## src/design/t2crc_consts.vh

```
// register indices, field positions, reset values and timing for the timer block
`ifndef T2CRC_CONSTS_VH
`define T2CRC_CONSTS_VH

// register indices; byte address is four times the index
`define T2CRC_IDX_T0_LOW 8'h8a
`define T2CRC_IDX_T1_LOW 8'h8b
`define T2CRC_IDX_T0_HIGH 8'h8c
`define T2CRC_IDX_T1_HIGH 8'h8d
`define T2CRC_IDX_T2_CTRL 8'hc8
`define T2CRC_IDX_RC_LOW 8'hca
`define T2CRC_IDX_RC_HIGH 8'hcb
`define T2CRC_IDX_T2_LOW 8'hcc
`define T2CRC_IDX_T2_HIGH 8'hcd
`define T2CRC_IDX_T1_CTRL 8'hd0
`define T2CRC_IDX_IRQ_STATUS 8'hd1
`define T2CRC_IDX_IRQ_MASK 8'hd2
`define T2CRC_IDX_AUXILIARY_CONTROL_ONE 8'hf8

// timer2 control fields
`define T2CRC_T2_OVF_FLAG 7
`define T2CRC_T2_EXT_FLAG 6
`define T2CRC_T2_RX_BAUD 5
`define T2CRC_T2_TX_BAUD 4
`define T2CRC_T2_TRIG_EN 3
`define T2CRC_T2_RUN 2
`define T2CRC_T2_CNT_SEL 1
`define T2CRC_T2_CAP_SEL 0

// timer1 control fields
`define T1CTRL_RUN 3
`define T1CTRL_CNT_SEL 2
`define T1CTRL_MODE_HI 1
`define T1CTRL_MODE_LO 0
`define T2CRC_T1_MODE_13BIT 2'h0
`define T2CRC_T1_MODE_16BIT 2'h1
`define T2CRC_T1_MODE_RELOAD 2'h2

// auxiliary control fields
`define T2CRC_AUX_T2_SLOW 2
`define T2CRC_AUX_T1_SLOW 1

// interrupt status bits
`define T2CRC_IRQ_T2_OVF 0
`define T2CRC_IRQ_EXT_EDGE 1
`define T2CRC_IRQ_T1_OVF 2

// reset value and auxiliary write mask
`define T2CRC_RESET_BYTE 8'h00
`define T2CRC_AUX_RW_MASK 8'hdf

// timing
`define T2CRC_TIMER_DIV 1'b1
`define T2CRC_SLOW_DIV_LAST 4'hf

`endif

```

## src/design/t2crc_timer.v

```verilog
// timer0/1 byte registers, timer1 counting, timer2 capture/reload and baud selection
//
// The implementer's own choice: the Wishbone interface to the registers.
`timescale 1ns/1ps
`include "t2crc_consts.vh"

module t2crc_timer
(
    // clock and reset
    input wire clk_i,
    input wire rst_i,
    // wishbone slave
    input wire cyc_i,
    input wire stb_i,
    input wire we_i,
    input wire [9:0] adr_i,
    input wire [3:0] sel_i,
    input wire [31:0] dat_i,
    output reg [31:0] dat_o,
    output reg ack_o,
    // pins
    input wire timer1_count_pin_i,
    input wire timer2_count_pin_i,
    input wire external_trigger_pin_i,
    input wire slow_clock_i,
    // baud ticks, timer2 overflow pulse and interrupt
    output reg rx_baud_tick_o,
    output reg tx_baud_tick_o,
    output reg timer2_overflow_o,
    output wire irq_o
);

    // registers
    reg [7:0] timer0_count_low;
    reg [7:0] timer0_count_high;
    reg [7:0] timer1_count_low;
    reg [7:0] timer1_count_high;
    reg [7:0] timer2_control;
    reg [7:0] timer2_reload_capture_low;
    reg [7:0] timer2_reload_capture_high;
    reg [7:0] timer2_count_low;
    reg [7:0] timer2_count_high;
    reg [3:0] timer1_control;
    reg [7:0] auxiliary_control_one;
    reg [2:0] irq_status;
    reg [2:0] irq_mask;
    // pin synchronisers: 0 t1 pin, 1 t2 pin, 2 trigger, 3 slow clock
    wire [3:0] pin_raw;
    reg [3:0] pin_meta;
    reg [3:0] pin_sync;
    reg [3:0] pin_prev;
    wire [3:0] pin_fall;
    reg [3:0] slow_div;
    reg half_tick;
    wire [7:0] reg_idx;
    wire bus_req;
    wire wr_en;
    wire rd_en;
    wire slow16_fall;
    wire t1_edge;
    wire t2_edge;
    wire trig_fall;
    wire baud_mode;
    wire t2_inc;
    wire [15:0] t2_count;
    wire t2_ovf;
    wire trig_act;
    wire do_reload;
    wire do_capture;
    wire [15:0] t2_plus;
    wire [1:0] t1_mode;
    wire t1_inc;
    reg t1_ovf;
    reg [7:0] next_t1_low;
    reg [7:0] next_t1_high;
    reg [7:0] next_t2_low;
    reg [7:0] next_t2_high;
    reg [7:0] rd_data;
    assign pin_raw = {slow_clock_i, external_trigger_pin_i,
                      timer2_count_pin_i, timer1_count_pin_i};
    genvar gi;
    generate
        for (gi = 0; gi < 4; gi = gi + 1)
        begin : g_pin
            always @(posedge clk_i)
            begin
                if (rst_i)
                begin
                    pin_meta[gi] <= 1'b1;
                    pin_sync[gi] <= 1'b1;
                    pin_prev[gi] <= 1'b1;
                end
                else
                begin
                    pin_meta[gi] <= pin_raw[gi];
                    pin_sync[gi] <= pin_meta[gi];
                    pin_prev[gi] <= pin_sync[gi];
                end
            end
            // falling edge from consecutive synchronised samples
            assign pin_fall[gi] = pin_prev[gi] & ~pin_sync[gi];
        end
    endgenerate

    // slow clock divided by 16, pulse at falling edge of divided clock
    always @(posedge clk_i)
    begin
        if (rst_i)
            slow_div <= 4'h0;
        else if (pin_fall[3])
            slow_div <= slow_div + 4'h1;
    end
    assign slow16_fall = pin_fall[3] & (slow_div == `T2CRC_SLOW_DIV_LAST);
    // timer rate enable: one pulse every two system clocks
    always @(posedge clk_i)
    begin
        if (rst_i)
            half_tick <= 1'b0;
        else
            half_tick <= half_tick ^ `T2CRC_TIMER_DIV;
    end
    assign t1_edge = auxiliary_control_one[`T2CRC_AUX_T1_SLOW] ?
                     slow16_fall : pin_fall[0];
    assign t2_edge = auxiliary_control_one[`T2CRC_AUX_T2_SLOW] ?
                     slow16_fall : pin_fall[1];
    assign trig_fall = pin_fall[2];
    // bus decode
    assign reg_idx = adr_i[9:2];
    assign bus_req = cyc_i & stb_i & ~ack_o;
    assign wr_en = bus_req & we_i & sel_i[0];
    assign rd_en = bus_req & ~we_i;
    // timer1
    assign t1_mode = timer1_control[`T1CTRL_MODE_HI:`T1CTRL_MODE_LO];
    assign t1_inc = timer1_control[`T1CTRL_RUN] &
                    (timer1_control[`T1CTRL_CNT_SEL] ? t1_edge : half_tick);

    always @*
    begin
        next_t1_low = timer1_count_low;
        next_t1_high = timer1_count_high;
        t1_ovf = 1'b0;
        if (t1_inc)
        begin
            case (t1_mode)
                `T2CRC_T1_MODE_13BIT:
                begin
                    next_t1_low = {3'h0, timer1_count_low[4:0] + 5'h01};
                    if (timer1_count_low[4:0] == 5'h1f)
                    begin
                        next_t1_high = timer1_count_high + 8'h01;
                        t1_ovf = (timer1_count_high == 8'hff);
                    end
                end
                `T2CRC_T1_MODE_16BIT:
                begin
                    next_t1_low = timer1_count_low + 8'h01;
                    if (timer1_count_low == 8'hff)
                    begin
                        next_t1_high = timer1_count_high + 8'h01;
                        t1_ovf = (timer1_count_high == 8'hff);
                    end
                end
                `T2CRC_T1_MODE_RELOAD:
                begin
                    if (timer1_count_low == 8'hff)
                    begin
                        next_t1_low = timer1_count_high;
                        t1_ovf = 1'b1;
                    end
                    else
                        next_t1_low = timer1_count_low + 8'h01;
                end
                default: next_t1_low = timer1_count_low;
            endcase
        end
        if (wr_en && reg_idx == `T2CRC_IDX_T1_LOW)
            next_t1_low = dat_i[7:0];
        if (wr_en && reg_idx == `T2CRC_IDX_T1_HIGH)
            next_t1_high = dat_i[7:0];
    end

    // timer2
    assign baud_mode = timer2_control[`T2CRC_T2_RX_BAUD] | timer2_control[`T2CRC_T2_TX_BAUD];
    assign t2_count = {timer2_count_high, timer2_count_low};
    assign t2_plus = t2_count + 16'h0001;
    assign t2_inc = timer2_control[`T2CRC_T2_RUN] &
                    (timer2_control[`T2CRC_T2_CNT_SEL] ? t2_edge : half_tick);
    assign t2_ovf = t2_inc & (t2_count == 16'hffff);
    // trigger acts only when enabled and outside baud mode
    assign trig_act = trig_fall & timer2_control[`T2CRC_T2_TRIG_EN] & ~baud_mode;
    assign do_reload = (t2_ovf & (baud_mode | ~timer2_control[`T2CRC_T2_CAP_SEL])) |
                       (trig_act & ~timer2_control[`T2CRC_T2_CAP_SEL]);
    assign do_capture = trig_act & timer2_control[`T2CRC_T2_CAP_SEL];
    always @*
    begin
        next_t2_low = timer2_count_low;
        next_t2_high = timer2_count_high;
        if (do_reload)
        begin
            next_t2_low = timer2_reload_capture_low;
            next_t2_high = timer2_reload_capture_high;
        end
        else if (t2_inc)
        begin
            next_t2_low = t2_plus[7:0];
            next_t2_high = t2_plus[15:8];
        end
        if (wr_en && reg_idx == `T2CRC_IDX_T2_LOW)
            next_t2_low = dat_i[7:0];
        if (wr_en && reg_idx == `T2CRC_IDX_T2_HIGH)
            next_t2_high = dat_i[7:0];
    end
    // read mux
    always @*
    begin
        case (reg_idx)
            `T2CRC_IDX_T0_LOW: rd_data = timer0_count_low;
            `T2CRC_IDX_T1_LOW: rd_data = timer1_count_low;
            `T2CRC_IDX_T0_HIGH: rd_data = timer0_count_high;
            `T2CRC_IDX_T1_HIGH: rd_data = timer1_count_high;
            `T2CRC_IDX_T2_CTRL: rd_data = timer2_control;
            `T2CRC_IDX_RC_LOW: rd_data = timer2_reload_capture_low;
            `T2CRC_IDX_RC_HIGH: rd_data = timer2_reload_capture_high;
            `T2CRC_IDX_T2_LOW: rd_data = timer2_count_low;
            `T2CRC_IDX_T2_HIGH: rd_data = timer2_count_high;
            `T2CRC_IDX_T1_CTRL: rd_data = {4'h0, timer1_control};
            `T2CRC_IDX_IRQ_STATUS: rd_data = {5'h00, irq_status};
            `T2CRC_IDX_IRQ_MASK: rd_data = {5'h00, irq_mask};
            `T2CRC_IDX_AUXILIARY_CONTROL_ONE: rd_data = auxiliary_control_one;
            default: rd_data = 8'h00;
        endcase
    end

    // bus answer one cycle after request
    always @(posedge clk_i)
    begin
        if (rst_i)
        begin
            ack_o <= 1'b0;
            dat_o <= 32'h00000000;
        end
        else
        begin
            ack_o <= bus_req;
            if (rd_en)
                dat_o <= {24'h000000, rd_data};
        end
    end

    // counters and plain registers
    always @(posedge clk_i)
    begin
        if (rst_i)
        begin
            timer0_count_low <= `T2CRC_RESET_BYTE;
            timer0_count_high <= `T2CRC_RESET_BYTE;
            timer1_count_low <= `T2CRC_RESET_BYTE;
            timer1_count_high <= `T2CRC_RESET_BYTE;
            timer2_count_low <= `T2CRC_RESET_BYTE;
            timer2_count_high <= `T2CRC_RESET_BYTE;
            timer2_reload_capture_low <= `T2CRC_RESET_BYTE;
            timer2_reload_capture_high <= `T2CRC_RESET_BYTE;
            timer1_control <= 4'h0;
            auxiliary_control_one <= `T2CRC_RESET_BYTE;
            irq_mask <= 3'h0;
        end
        else
        begin
            if (wr_en && reg_idx == `T2CRC_IDX_T0_LOW)
                timer0_count_low <= dat_i[7:0];
            if (wr_en && reg_idx == `T2CRC_IDX_T0_HIGH)
                timer0_count_high <= dat_i[7:0];
            timer1_count_low <= next_t1_low;
            timer1_count_high <= next_t1_high;
            timer2_count_low <= next_t2_low;
            timer2_count_high <= next_t2_high;
            if (wr_en && reg_idx == `T2CRC_IDX_RC_LOW)
                timer2_reload_capture_low <= dat_i[7:0];
            else if (do_capture)
                timer2_reload_capture_low <= timer2_count_low;
            if (wr_en && reg_idx == `T2CRC_IDX_RC_HIGH)
                timer2_reload_capture_high <= dat_i[7:0];
            else if (do_capture)
                timer2_reload_capture_high <= timer2_count_high;
            if (wr_en && reg_idx == `T2CRC_IDX_T1_CTRL)
                timer1_control <= dat_i[3:0];
            if (wr_en && reg_idx == `T2CRC_IDX_AUXILIARY_CONTROL_ONE)
                auxiliary_control_one <= dat_i[7:0] & `T2CRC_AUX_RW_MASK;
            if (wr_en && reg_idx == `T2CRC_IDX_IRQ_MASK)
                irq_mask <= dat_i[2:0];
        end
    end

    // timer2 control with hardware flags; a set beats a software clear
    always @(posedge clk_i)
    begin
        if (rst_i)
            timer2_control <= `T2CRC_RESET_BYTE;
        else
        begin
            if (wr_en && reg_idx == `T2CRC_IDX_T2_CTRL)
                timer2_control <= dat_i[7:0];
            if (t2_ovf && !baud_mode)
                timer2_control[`T2CRC_T2_OVF_FLAG] <= 1'b1;
            if (trig_act)
                timer2_control[`T2CRC_T2_EXT_FLAG] <= 1'b1;
        end
    end

    // sticky interrupt status, cleared by read, set wins
    always @(posedge clk_i)
    begin
        if (rst_i)
            irq_status <= 3'h0;
        else
        begin
            if (rd_en && reg_idx == `T2CRC_IDX_IRQ_STATUS)
                irq_status <= 3'h0;
            if (t2_ovf && !baud_mode)
                irq_status[`T2CRC_IRQ_T2_OVF] <= 1'b1;
            if (trig_act)
                irq_status[`T2CRC_IRQ_EXT_EDGE] <= 1'b1;
            if (t1_ovf)
                irq_status[`T2CRC_IRQ_T1_OVF] <= 1'b1;
        end
    end

    assign irq_o = |(irq_status & irq_mask);

    // baud clock sources
    always @(posedge clk_i)
    begin
        if (rst_i)
        begin
            rx_baud_tick_o <= 1'b0;
            tx_baud_tick_o <= 1'b0;
            timer2_overflow_o <= 1'b0;
        end
        else
        begin
            rx_baud_tick_o <= timer2_control[`T2CRC_T2_RX_BAUD] ? t2_ovf : t1_ovf;
            tx_baud_tick_o <= timer2_control[`T2CRC_T2_TX_BAUD] ? t2_ovf : t1_ovf;
            timer2_overflow_o <= t2_ovf;
        end
    end

endmodule

```

## config.mk

```make
export PLATFORM = sky130hd
export DESIGN_NAME = t2crc_timer
export DESIGN_NICKNAME = d
export VERILOG_FILES = /design/src/design/t2crc_timer.v
export VERILOG_INCLUDE_DIRS = /design/src /design/src/design
export SDC_FILE = /design/constraint.sdc
export NUM_CORES = 1
export LEC_CHECK = 0
export CORE_MARGIN = 10
export CORE_UTILIZATION = 25
export CTS_CLUSTER_DIAMETER = 60
export DETAILED_ROUTE_END_ITERATION = 10
export DONT_BUFFER_PORTS = 1
export HOLD_SLACK_MARGIN = 0.12
export PLACE_DENSITY = 0.48
export SYNTH_ARGS = -nofsm -noshare
export SYNTH_HDL_FRONTEND = slang
export SYNTH_SLANG_ARGS = --single-unit
```

## constraint.sdc

```tcl
create_clock -name clk_i -period 3.2 [get_ports clk_i]
set_input_delay 0.32 -clock clk_i [delete_from_list [all_inputs] [get_ports clk_i]]
set_output_delay 0.32 -clock clk_i [all_outputs]
set_load 0.02 [all_outputs]
```

==> run metrics <==
reg-to-reg slack, setup=0.62 ns; Warnings, synthesis=0; Yosys reg bits=118; post_cts resized=0; Iter 0 DRT Violations=522; area leader, netlist=dfxtp_1; die height=184 µm; Critical R2R Capture=timer2_reload_capture_high[6]; hold endpoint=timer2_count_high[1]; Yosys top cell area share=35.0%; RSZ-0062 raised after global routing=false; largest net degree at the start of global routing=109; fin. max-slew vios=0; Hold Crit Start=dat_i[1]; HP Class=in -> reg; total negative setup slack=0 ns; Synth Area per Inst=8.45 µm²; worst-case clock buffer depth=2; Peak VDD IR=0.369 mV; minimum clock period=2.58 ns; Vias/cell=5.26; die width=184 µm; Cells after Synth=798; CTS root buffer=clkbuf_16; Power Dens Cells=458 nW/µm²; first-pass detailed-route iteration total=5; gr ovfl total=0; Synth async-reset ratio=0%; clock skew=0.00936 ns; DP Wirelength=15800 µm; first-pass GRT wire length=36200 µm; Setup Fix Bufs, Post-CTS=0; WL final=23700 µm; Num CTS Buffers=17; drt drc=0; # H-tree levels=4; PortBufs=0; via count=6016; layout cells sized above 1=9.24%; worst-case reg-to-reg path depth=6; clock slew at reported path FFs=0.06 ns; number of synthesized flops with an enable pin=0; worst path arrival time=2.89 ns; P&R area growth vs syn=13.6%; Critical Path RT=3.51 ns; Post-CTS Hold Fix Bufs=16; GRT Util Overall=14.0%; Distinct cells, synth=74; Boundary Pins=92; initial antenna violation count=3; nets=854; outcome=complete, no violations; final setup fails=0; CP Class=reg -> reg; final period utilization=80.7%; Crit Reg-Reg Startpoint=ack_o; placer congestion estimate=0.920; f_max=0.387 GHz; mapped cell area=6740 µm²; Final Hold Fails=0; synth top area cells=dfxtp_1 (35%), mux2i_1 (12%), nor2_1 (5.5%), a211oi_1 (3.2%), nand2_1 (3.1%); Initial Utilization=25.2%; worst skew pair latency=0.42 ns; core area=26700 µm²; Max Cap Violations=0; LEAKAGE=2.54 nW; CP Capture Type=flop; predominant post-synthesis flop cell=dfxtp_1; sequential area share after synthesis=35.0%; Cell Rows=60; worst hold stages=3; max_slew headroom=18.1%; die area=33900 µm²; CTS Sinks=118; Startpoint Class=flop; worst slew pin tran=1.22 ns; top fanout value on the critical path=16; CTS tree=done; average wire per standard cell=20.7 µm; Core Util, Final=28.7%; Antenna Nets Post-Route=0; vias in the first global route=5792
## how the worst max path moves through the flow
stage / end / start / slack (ns) / depth (start not counted)
2_1_floorplan: timer1_count_high[3] / timer1_count_low[0] / 1.12 / 9
3_3_place_gp: timer1_count_high[4] / timer1_count_low[0] / 0.83 / 9
3_5_place_dp: timer2_count_low[4] / ack_o / 0.82 / 6
4_1_cts: timer2_reload_capture_high[6] / ack_o / 0.63 / 6
5_1_grt: timer2_reload_capture_high[6] / ack_o / 0.39 / 6
6_report: timer2_reload_capture_high[6] / ack_o / 0.62 / 6
## power breakdown
part / switching [mW] / internal (mW)
registers: 0.00471 / 1.48
logic: 0.118 / 0.0428
clock network: 0.688 / 1.17
## cells by family (layout without fill, tap and decap cells)
kind of cell    count (synthesis)  count (layout)  synth area share (%)
other cells                     1              25                0.0556
buf+inv                        89              69                  6.77
simple gates                  297             297                  22.8
xor+xnor                       24              24                  3.12
fa+ha+maj                       9               9                  1.67
mux                            80              80                  11.9
flops                         118             118                  35.0
compound gates                180             180                  18.7
## state kept, by name (all words and copies together), names as in the netlist
signal	count
irq_status	3
irq_mask	3
pin_sync	4
pin_meta	4
pin_prev	4
timer2_count_high	8
tx_baud_tick_o	1
timer1_control	4
dat_o	8
rx_baud_tick_o	1
timer1_count_low	8
auxiliary_control_one	7
timer2_reload_capture_low	8
timer2_reload_capture_high	8
timer0_count_low	8
timer2_overflow_o	1
half_tick	1
timer0_count_high	8
timer1_count_high	8
timer2_count_low	8
ack_o	1
slow_div	4
timer2_control	8
## worst max-delay path: stages (launching register included)
cell,delay (ns)
dfxtp_1,0.37
nand3b_1,0.37
nor3_2,0.45
nand2_1,0.43
nor2_1,0.20
a211oi_1,0.07
dlygate4sd3_1,0.58
## cell type report
| type | instances | area, µm² |
|---|---|---|
| sequential | 118 | 2360 |
| clock inverter | 9 | 104 |
| inverter | 15 | 56.3 |
| antenna | 1 | 2.50 |
| tap | 341 | 427 |
| timing repair buffer | 24 | 238 |
| fill | 2899 | 19100 |
| clock buffer | 21 | 460 |
| multi-input combinational | 614 | 4010 |
## cells in the final DEF (no fill, tap or decap), types with 11 or more instances in the layout
cell	instances
xnor2_1	14
nor2_1	98
a21oi_1	31
o21ai_0	32
a211oi_1	29
dfxtp_1	118
conb_1	24
and3_1	14
or2_2	13
clkbuf_16	17
o22ai_1	18
nand3_1	39
nand2_1	55
inv_1	15
mux2i_1	78
dlygate4sd3_1	15
a22oi_1	11
## metal layers
layer	up-vias	GRT usage (%)	routed length, µm
met2	238	20.8	10100
met3	40	3.68	1950
met1	2877	19.0	11100
met4	0	5.28	501
li1	2861	-	-
met5	-	0	0
## per-stage QoR
step	hold WS (ns)	setup slack [ns]	area (µm²)	total power [mW]	instances
global route	0.168	0.386	7660	3.61	1143
finish	0.146	0.619	7660	3.50	1143
floorplan	0.389	1.12	6830	1.65	821
global placement	0.395	0.828	6910	1.60	1096
CTS	0.135	0.633	7660	3.53	1142
detailed placement	0.394	0.823	6910	1.60	1096
## synthesized netlist by cell type, types with 4 or more instances
| cell type | instances |
|---|---|
| or2_2 | 13 |
| nand3_1 | 39 |
| mux2i_1 | 78 |
| nor2_4 | 4 |
| clkbuf_1 | 23 |
| buf_1 | 5 |
| ha_1 | 9 |
| a31oi_1 | 4 |
| a22o_1 | 7 |
| a22oi_1 | 11 |
| o22ai_1 | 18 |
| nor4_1 | 5 |
| a21oi_1 | 31 |
| buf_2 | 18 |
| nor4bb_1 | 4 |
| nand2_1 | 55 |
| a211oi_1 | 29 |
| xor2_1 | 10 |
| o21ai_0 | 32 |
| or3_1 | 6 |
| xnor2_1 | 14 |
| nor3_2 | 5 |
| nand4_1 | 10 |
| a221oi_1 | 6 |
| nor2_1 | 98 |
| a21o_1 | 4 |
| buf_4 | 26 |
| a222oi_1 | 5 |
| nand3b_1 | 5 |
| nor2b_1 | 9 |
| nor3_1 | 10 |
| and3_1 | 14 |
| dfxtp_1 | 118 |
| inv_1 | 15 |
Note: power is estimated with default switching activity, not from simulation.
